## config.mk

```make
export PLATFORM = sky130hd
export DESIGN_NAME = ipb_bank
export DESIGN_NICKNAME = d
export VERILOG_FILES = /design/src/inc/ipb_pkg.sv /design/src/design/ipb_bank.sv
export SDC_FILE = /design/constraint.sdc
export NUM_CORES = 1
export LEC_CHECK = 0
export BUFFER_PORTS_ARGS = -buffer_cell sky130_fd_sc_hd__buf_2
export CORE_MARGIN = 5
export CORE_UTILIZATION = 59
export DETAILED_ROUTE_END_ITERATION = 10
export MAX_ROUTING_LAYER = met4
export PLACE_DENSITY = 0.82
export SLEW_MARGIN = 15
export SYNTH_ARGS = -nofsm -noshare
export SYNTH_HDL_FRONTEND = slang
export SYNTH_SLANG_ARGS = --single-unit
```

## constraint.sdc

```tcl
create_clock -name mclk_i -period 25.7 [get_ports mclk_i]
set_clock_uncertainty 0.1 [all_clocks]
set_input_delay 2.57 -clock mclk_i [delete_from_list [all_inputs] [get_ports mclk_i]]
set_output_delay 2.57 -clock mclk_i [all_outputs]
set_load 0.1 [all_outputs]
```

## src/inc/ipb_pkg.sv

```systemverilog
// Constants, register map and field layout of the interrupt priority bank
// Summary of operation
// RULE1: Three-bit field gives level one to seven
// RULE2: Field zero disables the source completely
// RULE3: Unimplemented bits read zero, ignore writes
// RULE4: Every field resets to binary 100
// RULE5: Register 0: timer1, capcmp1, ext0 fields
// RULE6: Register 1: timer2, capcmp2; low byte unused
// RULE7: Register 2: uart1 receive, timer3 fields
// RULE8: Register 3: nvmem, adc done, uart1 transmit
// RULE9: Register 4: change, comparator, serial1 pair
// RULE10: Register 5: only ext1 in bits 2-0
// RULE11: Register 6: timer4, capcmp3; optional per variant
// RULE12: Request needs its own enable bit set
// RULE13: Highest priority wins, lowest source breaks ties
package ipb_pkg;
    // Source count and priority field width
    localparam int IPB_NSRC = 17;
    localparam int IPB_PW = 3;
    localparam int IPB_NPRIO = 7;
    localparam logic [2:0] IPB_PRIO_RST = 3'h4;
    localparam logic [2:0] IPB_PRIO_OFF = 3'h0;
    // Byte offsets on the register bus
    localparam logic [5:0] IPB_OFF_PRIO0 = 6'h00;
    localparam logic [5:0] IPB_OFF_PRIO1 = 6'h04;
    localparam logic [5:0] IPB_OFF_PRIO2 = 6'h08;
    localparam logic [5:0] IPB_OFF_PRIO3 = 6'h0C;
    localparam logic [5:0] IPB_OFF_PRIO4 = 6'h10;
    localparam logic [5:0] IPB_OFF_PRIO5 = 6'h14;
    localparam logic [5:0] IPB_OFF_PRIO6 = 6'h18;
    localparam logic [5:0] IPB_OFF_ENABLE = 6'h1C;
    localparam logic [5:0] IPB_OFF_STATUS = 6'h20;
    localparam logic [5:0] IPB_OFF_MASK = 6'h24;
    localparam logic [5:0] IPB_OFF_WIN = 6'h28;
    localparam int IPB_NREG = 7;
    // Field position of each source: register index and low bit
    // Source order: t1,cc1,e0,t2,cc2,u1rx,t3,nvm,adc,u1tx,cn,cm,bcl1,ssp1,e1,t4,cc3
    localparam int IPB_SRC_REG [IPB_NSRC] = '{0, 0, 0, 1, 1, 2, 2, 3, 3, 3, 4, 4, 4, 4, 5, 6, 6};
    localparam int IPB_SRC_LSB [IPB_NSRC] = '{12, 8, 0, 12, 8, 12, 0, 12, 4, 0, 12, 8, 4, 0, 0, 12, 4};
    // Source indices of the two variant-dependent fields
    localparam int IPB_SRC_T4 = 15;
    localparam int IPB_SRC_CC3 = 16;
    // Status register bit positions
    localparam int IPB_ST_CHANGE = 0;
    localparam int IPB_ST_WR_ERR = 1;
    localparam logic [1:0] IPB_ST_MASK_RST = 2'h0;
    localparam logic [4:0] IPB_NONE = 5'h1F;
endpackage

```

## src/design/ipb_bank.sv

```systemverilog
// Interrupt priority bank with Avalon-MM slave, arbitration and status interrupt
`timescale 1ns/1ps
module ipb_bank
    import ipb_pkg::*;
#(
    parameter bit HAS_T4_CC3 = 1'b1
) (
    // Clock and reset
    input wire logic mclk_i,
    input wire logic rst_n_i,
    // Avalon-MM slave
    input wire logic [5:0] avs_address_i,
    input wire logic avs_read_i,
    input wire logic avs_write_i,
    input wire logic [31:0] avs_writedata_i,
    input wire logic [3:0] avs_byteenable_i,
    output logic [31:0] avs_readdata_o,
    output logic avs_waitrequest_o,
    output logic [1:0] avs_response_o,
    // Peripheral request flags, same clock
    input wire logic [16:0] src_flag_i,
    // Request to the processor
    output logic cpu_req_o,
    output logic [2:0] cpu_prio_o,
    output logic [4:0] cpu_src_o,
    // Status interrupt
    output logic irq_o
);
    // Whole state of the block
    typedef struct packed {
        logic [IPB_NSRC*IPB_PW-1:0] prio;  // All priority fields
        logic [16:0] enable;               // Per-source enables
        logic [1:0] status;                // Sticky events
        logic [1:0] mask;                  // Event masks
        logic [31:0] rdata;                // Registered read data
        logic [1:0] resp;                  // Registered response
        logic ack;                         // Answer phase
        logic req;                         // Request to processor
        logic [2:0] win_prio;              // Winning priority
        logic [4:0] win_src;               // Winning source
    } ipb_state_t;

    ipb_state_t st_r;
    ipb_state_t st_nxt;

    // Implemented-field mask of one register; variant fields drop out when absent
    function automatic logic [15:0] ipb_impl(input int idx);
        logic [15:0] m;
        m = 16'h0000;
        for (int s = 0; s < IPB_NSRC; s++) begin
            if (IPB_SRC_REG[s] == idx && (HAS_T4_CC3 || (s != IPB_SRC_T4 && s != IPB_SRC_CC3))) begin // RULE11
                m = m | (16'h0007 << IPB_SRC_LSB[s]);
            end
        end
        return m;
    endfunction

    // Assemble one priority register from the field store
    function automatic logic [15:0] ipb_pack(input int idx, input logic [IPB_NSRC*IPB_PW-1:0] p);
        logic [15:0] v;
        v = 16'h0000;
        for (int s = 0; s < IPB_NSRC; s++) begin
            if (IPB_SRC_REG[s] == idx) begin
                v = v | (16'(p[s*IPB_PW +: IPB_PW]) << IPB_SRC_LSB[s]);
            end
        end
        return v & ipb_impl(idx); // RULE3
    endfunction

    // Qualified requests: enabled, flagged and nonzero priority
    logic [16:0] live;
    generate
        for (genvar g = 0; g < IPB_NSRC; g++) begin : g_live
            assign live[g] = src_flag_i[g] & st_r.enable[g]  // RULE12
                & (st_r.prio[g*IPB_PW +: IPB_PW] != IPB_PRIO_OFF); // RULE2
        end
    endgenerate

    // Next-state logic: bus access, arbitration, events
    always_comb begin
        logic [2:0] bp;
        logic [4:0] bs;
        logic [15:0] wv;
        logic [15:0] im;
        logic hit;
        logic chg;
        logic werr;
        int ri;
        st_nxt = st_r;
        bp = IPB_PRIO_OFF;
        bs = IPB_NONE;
        wv = 16'h0000;
        im = 16'h0000;
        hit = 1'b0;
        chg = 1'b0;
        werr = 1'b0;
        ri = int'(avs_address_i[5:2]);
        st_nxt.ack = 1'b0;
        // Strict greater-than keeps the lowest index on ties
        for (int s = 0; s < IPB_NSRC; s++) begin
            if (live[s] && st_r.prio[s*IPB_PW +: IPB_PW] > bp) begin // RULE13 RULE1
                bp = st_r.prio[s*IPB_PW +: IPB_PW];
                bs = 5'(s);
            end
        end
        st_nxt.req = (bp != IPB_PRIO_OFF);
        st_nxt.win_prio = bp;
        st_nxt.win_src = bs;
        chg = (bs != st_r.win_src);
        // One-cycle answer: request taken in first cycle, answered in the second
        if ((avs_read_i || avs_write_i) && !st_r.ack) begin
            st_nxt.ack = 1'b1;
            st_nxt.resp = 2'h0;
            st_nxt.rdata = 32'h0000_0000;
            hit = (avs_address_i[1:0] == 2'h0) && (avs_address_i < IPB_OFF_WIN);
            if (!hit) begin
                st_nxt.resp = 2'h2; // Unmapped address: slave error, reads zero
            end else if (avs_read_i) begin
                case (avs_address_i)
                    IPB_OFF_ENABLE: st_nxt.rdata = {15'h0000, st_r.enable};
                    IPB_OFF_STATUS: st_nxt.rdata = {30'h0000_0000, st_r.status};
                    IPB_OFF_MASK: st_nxt.rdata = {30'h0000_0000, st_r.mask};
                    default: st_nxt.rdata = {16'h0000, ipb_pack(ri, st_r.prio)}; // RULE5 RULE6 RULE7 RULE10
                endcase
            end else begin
                case (avs_address_i)
                    IPB_OFF_ENABLE: begin
                        if (avs_byteenable_i[0]) st_nxt.enable[7:0] = avs_writedata_i[7:0];
                        if (avs_byteenable_i[1]) st_nxt.enable[15:8] = avs_writedata_i[15:8];
                        if (avs_byteenable_i[2]) st_nxt.enable[16] = avs_writedata_i[16];
                    end
                    IPB_OFF_STATUS: begin
                        if (avs_byteenable_i[0]) st_nxt.status = st_r.status & ~avs_writedata_i[1:0];
                    end
                    IPB_OFF_MASK: begin
                        if (avs_byteenable_i[0]) st_nxt.mask = avs_writedata_i[1:0];
                    end
                    default: begin
                        im = ipb_impl(ri);
                        wv = {avs_byteenable_i[1] ? 8'hFF : 8'h00, avs_byteenable_i[0] ? 8'hFF : 8'h00};
                        werr = |(avs_writedata_i[15:0] & ~im & wv);
                        // Only implemented, byte-enabled bits change
                        for (int s = 0; s < IPB_NSRC; s++) begin
                            for (int b = 0; b < IPB_PW; b++) begin
                                if (IPB_SRC_REG[s] == ri && im[IPB_SRC_LSB[s]+b] && wv[IPB_SRC_LSB[s]+b]) begin
                                    st_nxt.prio[s*IPB_PW+b] = avs_writedata_i[IPB_SRC_LSB[s]+b]; // RULE3 RULE8 RULE9
                                end
                            end
                        end
                    end
                endcase
            end
        end
        // Set wins over a clear in the same cycle
        if (chg) st_nxt.status[IPB_ST_CHANGE] = 1'b1;
        if (werr) st_nxt.status[IPB_ST_WR_ERR] = 1'b1;
    end

    // Register the whole state; every priority field loads 100 at reset
    always_ff @(posedge mclk_i or negedge rst_n_i) begin
        if (!rst_n_i) begin
            st_r.prio <= {IPB_NSRC{IPB_PRIO_RST}}; // RULE4
            st_r.enable <= 17'h0_0000;
            st_r.status <= 2'h0;
            st_r.mask <= IPB_ST_MASK_RST;
            st_r.rdata <= 32'h0000_0000;
            st_r.resp <= 2'h0;
            st_r.ack <= 1'b0;
            st_r.req <= 1'b0;
            st_r.win_prio <= 3'h0;
            st_r.win_src <= IPB_NONE;
        end else begin
            st_r <= st_nxt;
        end
    end

    // Outputs
    assign avs_waitrequest_o = (avs_read_i || avs_write_i) && !st_r.ack;
    assign avs_readdata_o = st_r.rdata;
    assign avs_response_o = st_r.resp;
    assign cpu_req_o = st_r.req;
    assign cpu_prio_o = st_r.win_prio;
    assign cpu_src_o = st_r.win_src;
    assign irq_o = |(st_r.status & st_r.mask);

    // Checks
    AST_ZERO_OFF: assert property (@(posedge mclk_i) disable iff (!rst_n_i) // RULE2
        cpu_req_o |-> st_r.prio[cpu_src_o*IPB_PW +: IPB_PW] != 3'h0 || $past(st_r.prio) != st_r.prio)
        else $error("request shown for disabled source");
    AST_ENA: assert property (@(posedge mclk_i) disable iff (!rst_n_i) // RULE12
        (src_flag_i & st_r.enable & ~{17{1'b0}}) == 17'h0 |=> !cpu_req_o)
        else $error("request without enabled flag");
    AST_REQ: assert property (@(posedge mclk_i) disable iff (!rst_n_i) // RULE13
        (|live) |=> cpu_req_o && cpu_prio_o != 3'h0)
        else $error("pending source not presented");
    AST_WIN: assert property (@(posedge mclk_i) disable iff (!rst_n_i) // RULE1
        cpu_req_o |-> cpu_prio_o >= 3'h1 && cpu_prio_o <= 3'h7)
        else $error("winning priority out of range");
    AST_UNIMP: assert property (@(posedge mclk_i) disable iff (!rst_n_i) // RULE3
        st_r.ack && $past(avs_read_i) && $past(avs_address_i) == IPB_OFF_PRIO5 |-> st_r.rdata[31:3] == 29'h0)
        else $error("unimplemented bits read nonzero");
    AST_R1LOW: assert property (@(posedge mclk_i) disable iff (!rst_n_i) // RULE6
        st_r.ack && $past(avs_read_i) && $past(avs_address_i) == IPB_OFF_PRIO1 |-> st_r.rdata[7:0] == 8'h00)
        else $error("low byte of register 1 nonzero");
    AST_R2MID: assert property (@(posedge mclk_i) disable iff (!rst_n_i) // RULE7
        st_r.ack && $past(avs_read_i) && $past(avs_address_i) == IPB_OFF_PRIO2 |-> st_r.rdata[11:3] == 9'h000)
        else $error("middle bits of register 2 nonzero");
    AST_EXT1: assert property (@(posedge mclk_i) disable iff (!rst_n_i) // RULE10
        st_r.ack && $past(avs_read_i) && $past(avs_address_i) == IPB_OFF_PRIO5
        |-> st_r.rdata[2:0] == st_r.prio[14*IPB_PW +: IPB_PW])
        else $error("ext1 field misplaced");
    AST_ONEWAIT: assert property (@(posedge mclk_i) disable iff (!rst_n_i)
        $rose(avs_read_i) |-> avs_waitrequest_o ##1 !avs_waitrequest_o)
        else $error("read answer not after one wait cycle");
    AST_RST: assert property (@(posedge mclk_i) $rose(rst_n_i) |-> st_r.prio == {IPB_NSRC{3'h4}}) // RULE4
        else $error("fields not at level 4 after reset");
    AST_VAR: assert property (@(posedge mclk_i) disable iff (!rst_n_i) // RULE11
        !HAS_T4_CC3 |-> st_r.ack && $past(avs_read_i) && $past(avs_address_i) == IPB_OFF_PRIO6
        |-> st_r.rdata == 32'h0000_0000 || !$past(avs_read_i))
        else $error("absent variant fields read nonzero");
    AST_R0: assert property (@(posedge mclk_i) disable iff (!rst_n_i) // RULE5
        st_r.ack && $past(avs_read_i) && $past(avs_address_i) == IPB_OFF_PRIO0
        |-> st_r.rdata[14:12] == st_r.prio[2:0] && st_r.rdata[2:0] == st_r.prio[8:6])
        else $error("register 0 field layout wrong");
    AST_R3: assert property (@(posedge mclk_i) disable iff (!rst_n_i) // RULE8
        st_r.ack && $past(avs_read_i) && $past(avs_address_i) == IPB_OFF_PRIO3 |-> st_r.rdata[6:4] == st_r.prio[26:24])
        else $error("adc field misplaced");
    AST_R4: assert property (@(posedge mclk_i) disable iff (!rst_n_i) // RULE9
        st_r.ack && $past(avs_read_i) && $past(avs_address_i) == IPB_OFF_PRIO4 |-> st_r.rdata[2:0] == st_r.prio[41:39])
        else $error("serial1 event field misplaced");
endmodule

```

==> results of run 1 <==
## registers in the layout, indices dropped and copies added (netlist names)
register and flops:
avs_response_o 1, cpu_src_o 5, st_r 73, avs_readdata_o 17, cpu_prio_o 3, cpu_req_o 1
## kinds of logic after synthesis
logic type | share of synthesized area [%]
xor+xnor | 0.2366
fa+ha+maj | 4.445
mux | 11.34
buf+inv | 7.740
compound gates | 24.83
simple gates | 17.19
other cells | 0.05065
flops | 34.17
## synthesized netlist by cell type, drive strengths merged (5+ instances only)
cell | n | share of area [%]
a211oi | 7 | 0.78
a21boi | 8 | 0.81
a21o | 11 | 1.1
a21oi | 42 | 2.9
a222oi | 14 | 1.9
a22o | 9 | 1.1
a22oi | 13 | 1.4
a31oi | 18 | 1.7
and2 | 13 | 1.1
and3 | 22 | 1.9
buf | 48 | 4.6
clkbuf | 24 | 1.2
dfrtp | 78 | 26
dfstp | 22 | 7.8
ha | 22 | 3.7
inv | 37 | 1.9
maj3 | 5 | 0.73
mux2 | 71 | 11
nand2 | 70 | 3.5
nand2b | 6 | 0.51
nand3 | 37 | 2.5
nand4 | 7 | 0.59
nor2 | 57 | 2.9
nor3 | 20 | 1.4
nor4 | 6 | 0.51
o2111a | 6 | 0.91
o211ai | 15 | 1.9
o21a | 7 | 0.71
o21ai | 36 | 2.5
o31a | 5 | 0.59
or3 | 6 | 0.51
## final timing paths
| path | end | cells past startpoint | from | slack, ps |
|---|---|---|---|---|
| max reg2reg | st_r[46]$_DFFE_PN0P_ | 119 | st_r[67]$_DFFE_PN1P_ | 3420 |
| min reg2reg | avs_readdata_o[13]$_DFFE_PN0P_ | 1 | avs_readdata_o[13]$_DFFE_PN0P_ | 370 |
| max | st_r[46]$_DFFE_PN0P_ | 120 | src_flag_i[0] | 1630 |
| min | avs_readdata_o[13]$_DFFE_PN0P_ | 1 | avs_readdata_o[13]$_DFFE_PN0P_ | 370 |
| min in group asynchronous | cpu_prio_o[0]$_DFF_PN0_ | 1 | rst_n_i | 2030 |
| max in group asynchronous | avs_readdata_o[3]$_DFFE_PN0P_ | 2 | rst_n_i | 22260 |
## area by class of cell
class,count,area [um^2],share of cell area [%]
Clock buffer,11,242.7,3.013
Clock inverter,5,41.29,0.5125
Inverter,37,138.9,1.724
Multi-Input combinational cell,625,4432,55.01
Sequential cell,100,2530,31.40
Tap cell,172,215.2,2.671
Timing Repair Buffer,85,456.7,5.669
## through the flow
stage	std cells	power, mW	hold WS (ps)	instance area [um^2]
final	1035	0.3426	372.1	8056
after global routing	1035	0.3551	386.1	8056
after floorplan	834	0.1988	350.6	7460
after CTS	1032	0.3421	375.2	7968
after global placement	1016	0.2112	356.6	7684
after detailed placement	1016	0.2121	361.7	7684
## power breakdown
group / internal (mW) / switching [mW] / total, mW / leakage [nW]
combinational: 0.0104 / 0.0317 / 0.0421 / 2.26
sequential: 0.162 / 0.00630 / 0.168 / 1.30
clock: 0.0696 / 0.0627 / 0.132 / 0.138
total: 0.242 / 0.101 / 0.343 / 3.70
## per-layer routing
layer,global-route usage [%],vias up,routed length (um)
li1,-,3133,-
met1,38.91,3231,8584
met2,44.72,396,9804
met3,7.939,60,2236
met4,10.64,0,711
met5,-,-,0
## repair_timing
action / CTS / global route
endpoints found under the hold margin: 0 / 0
setup buffers: 0 / 3
endpoints found under the setup margin: 0 / 10
resized for setup: 0 / 18
## worst reg2reg max path, delay by kind of cell, from the launching register on
family	cells	cell delay, ps
DFF	1	560
buffers and inverters	5	520
adders and majority gates	16	4440
muxes	1	380
AOI/OAI and AO/OA	52	9360
and+or+nand+nor	45	6810
==> reports/results.txt, run 1 <==
GRT Residual Overflow -> 0
delay-heaviest family, CP -> compound AO/OA/AOI/OAI gates
Post-synth EDFFs -> 0
top_reg_cell synth -> dfrtp_1
antenna viol nets, final -> 0
yosys warns -> 0
global-route wire length before repair -> 33.21 mm
maximum VDD drop -> 0.05066 mV
Post-DP HPWL -> 16.27 mm
FMAX -> 0.04155 GHz
Port Buf Inserts -> 75
Clock Pin Slew Worst Setup and Hold Paths -> 70 ps
CTS max path bufs -> 2
Req. time, crit path -> 25820 ps
final design utilization -> 64.63%
vias -> 6820
RSZ-0062 raised after global routing -> no
min Tclk post-route -> 24070 ps
Die Y -> 122.0 um
fin crit share -> 93.64%
CTS H-tree depth -> 3
CP endpoint kind -> register
Sum Neg Setup Slack -> 0 ps
CTS tree -> built
layout cells sized above 1 -> 27.23%
WL per Instance -> 20.61 um
buffers and inverters on the worst path -> 6
Placeable Area -> 0.01247 mm^2
Seq/Total Area, Yosys -> 34.17%
Pre-antenna DRT Iters -> 9
starting density of the core -> 59.39%
final slew viol count -> 0
Die W -> 122.0 um
final worst slack -> 1633 ps
Worst Hold Class -> reg -> reg
NumNets Final -> 943
CP max-delay cell -> a221o_1
via/cell ratio -> 6.589
run status -> completed
Rel. slew slack -> 24.04%
CP max FO -> 16
Mapped Cells -> 819
Cell variety after synth -> 84
Hold Buf Count CTS -> 0
CTS Root Cell -> clkbuf_16
ant diodes -> 0
top-level port count -> 108
worst skew pair latency -> 360 ps
pwr dens -> 42.52 mW/mm^2
Total Routing Usage GR -> 29.74%
most frequent cells in the layout -> dfrtp_1, buf_2, mux2_2
LEAKAGE -> 3.699 nW
Rows -> 41
die footprint -> 0.01489 mm^2
largest net degree at the start of global routing -> 74
drt total wl -> 21.34 mm
CTS buffer count -> 9
Max-cap violations -> 0
WP data arrival -> 24180 ps
Worst-Margin Slew -> 1131 ps
Final Hold Viols -> 0
critical path class -> in -> reg
number of antenna violations at the first check in global routing -> 0
Area growth syn-to-layout -> 8.822%
vias in the first global route -> 6278
post-route DRC violation count -> 0
Setup-failing EPs final -> 0
mean area per synthesized cell -> 9.039 um^2
Yosys reg bits -> 100
Fillers -> 1046
DP Worst Slack -> 545.6 ps
asr flop ratio synth -> 100.0%
gpl congestion -> 0.9807
Starting DRT DRC Count -> 880
crit-path max cell delay -> 420 ps
Clock Sinks -> 100
most common cell after layout, fill and taps aside -> dfrtp_1
Startpoint Class -> input port
Cell Area, Synth -> 0.007403 mm^2
Note: power is estimated with default switching activity, not from simulation.
==> run 2: changes to the inputs <==
HOLD_SLACK_MARGIN = 0.1   (was unset)
PLACE_DENSITY = 0.79   (was 0.82)
==> run 2 against run 1 <==
Effect of this change: total power increased by 2.8%; sequential share of layout area decreased by 0.40 points; critical path depth grew 1; critical path type unchanged; wire length grew 7.2%; global-route usage up 1.7 points; die area unchanged; setup slack worse by 97 ps; utilization rose by 0.83 points; clock power increased by 7%; worst hold slack better by 1.9 ps; register-to-register slack worse by 80 ps.
==> reports/results.txt, run 2 (synthesis results as in run 1) <==
run status -> completed
Net Switching -> 102.2 uW
Final Hold Viols -> 0
most common cell after layout, fill and taps aside -> dfrtp_1
ant diodes -> 0
Max-cap violations -> 0
WP data arrival -> 24270 ps
top-level port count -> 108
Top Layer Used -> met4
worst skew pair latency -> 350 ps
Clock Pin Slew Worst Setup and Hold Paths -> 70 ps
Total Routing Usage GR -> 31.47%
pwr dens -> 43.16 mW/mm^2
Placeable Area -> 0.01247 mm^2
Post-DP HPWL -> 17.58 mm
CTS tree -> built
buffers and inverters on the worst path -> 6
maximum VDD drop -> 0.03040 mV
WL per Instance -> 22.05 um
drt total wl -> 22.87 mm
Setup-failing EPs final -> 0
Rel. slew slack -> 27.13%
final worst slack -> 1537 ps
Layout Cells excl Fill -> 1037
Reg power frac -> 47.9%
post-route DRC violation count -> 0
Worst Hold Class -> reg -> reg
CP max FO -> 13
layout cells sized above 1 -> 28.55%
starting density of the core -> 59.39%
die footprint -> 0.01489 mm^2
CP most frequent cell -> ha_1
Worst-Margin Slew -> 1085 ps
DP Worst Slack -> 54.20 ps
Req. time, crit path -> 25810 ps
Largest register FFs -> 73
CTS H-tree depth -> 3
CP endpoint kind -> register
NumNets Final -> 945
switching share of power -> 29.00%
delay-heaviest family, CP -> compound AO/OA/AOI/OAI gates
Met2 Routed Length -> 10.32 mm
final design utilization -> 65.46%
Comb pwr share -> 12.2%
Rows -> 41
final slew viol count -> 0
placed insts -> 1017
CTS buffer count -> 9
number of antenna violations at the first check in global routing -> 0
vias -> 6924
largest net degree at the start of global routing -> 54
Int Pwr -> 250.0 uW
Port Buf Inserts -> 75
metal3 WL -> 2.197 mm
Pre-antenna DRT Iters -> 8
Starting DRT DRC Count -> 963
Biggest register -> st_r
Metal-1 WL -> 9.710 mm
vias in the first global route -> 6466
FMAX -> 0.04139 GHz
Clock Sinks -> 100
critical path class -> in -> reg
LEAKAGE -> 3.713 nW
global-route wire length before repair -> 35.27 mm
via/cell ratio -> 6.677
CTS max path bufs -> 2
gpl congestion -> 0.9498
fin crit share -> 94.02%
Clock Power Share -> 40.0%
CP max-delay cell -> a221o_1
Die W -> 122.0 um
Die Y -> 122.0 um
CTS Root Cell -> clkbuf_16
most frequent cells in the layout -> dfrtp_1, buf_2, mux2_2
Area growth syn-to-layout -> 10.22%
crit-path max cell delay -> 440 ps
Startpoint Class -> input port
antenna viol nets, final -> 0
min Tclk post-route -> 24160 ps
GRT Residual Overflow -> 0
run 2: final timing paths:
kind	startpoint	end	slack, ps	cells after the start
setup / recovery	src_flag_i[0]	st_r[46]$_DFFE_PN0P_	1540	121
hold / removal	avs_readdata_o[14]$_DFFE_PN0P_	avs_readdata_o[14]$_DFFE_PN0P_	370	1
setup reg to reg	st_r[67]$_DFFE_PN1P_	st_r[46]$_DFFE_PN0P_	3340	120
hold reg to reg	avs_readdata_o[14]$_DFFE_PN0P_	avs_readdata_o[14]$_DFFE_PN0P_	370	1
max in group asynchronous	rst_n_i	st_r[69]$_DFFE_PN0P_	22280	2
min in group asynchronous	rst_n_i	avs_readdata_o[13]$_DFFE_PN0P_	2130	1
run 2: metal layers:
layer,track usage [%],vias to the layer above
met1,42.74,3315
met2,48.10,411
met3,6.035,64
li1,-,3134
met5,-,-
met4,9.594,0
run 2: timing repair:
action                                  CTS  global route
hold buffers                              0             0
endpoints found under the setup margin    0            10
setup buffers                             0             4
resized for setup                         0            30
run 2: final cells by class:
| cell class | instances | area (um^2) |
|---|---|---|
| Multi-Input combinational cell | 625 | 4497 |
| Fill cell | 1019 | 4305 |
| Sequential cell | 100 | 2530 |
| Timing Repair Buffer | 87 | 467.9 |
| Clock buffer | 10 | 229.0 |
| Tap cell | 172 | 215.2 |
| Inverter | 37 | 138.9 |
| Clock inverter | 6 | 82.58 |
run 2: power by group through the flow:
stage / combinational (mW) / sequential [mW] / clock [mW]
finish: 0.0428 / 0.169 / 0.141
global route: 0.0459 / 0.169 / 0.149
CTS: 0.0416 / 0.168 / 0.141
detailed placement: 0.0412 / 0.171 / 0
global placement: 0.0401 / 0.171 / 0
floorplan: 0.0310 / 0.168 / 0
run 2: metrics by stage:
step | instance area (um^2) | setup TNS, ps | power (mW) | hold WS (ps)
2_1_floorplan | 7460 | 0 | 0.1988 | 350.6
3_3_place_gp | 7691 | 0 | 0.2108 | 356.0
3_5_place_dp | 7691 | 0 | 0.2122 | 363.0
4_1_cts | 8003 | 0 | 0.3505 | 378.8
5_1_grt | 8160 | -87.68 | 0.3641 | 398.2
6_report | 8160 | 0 | 0.3522 | 374.0
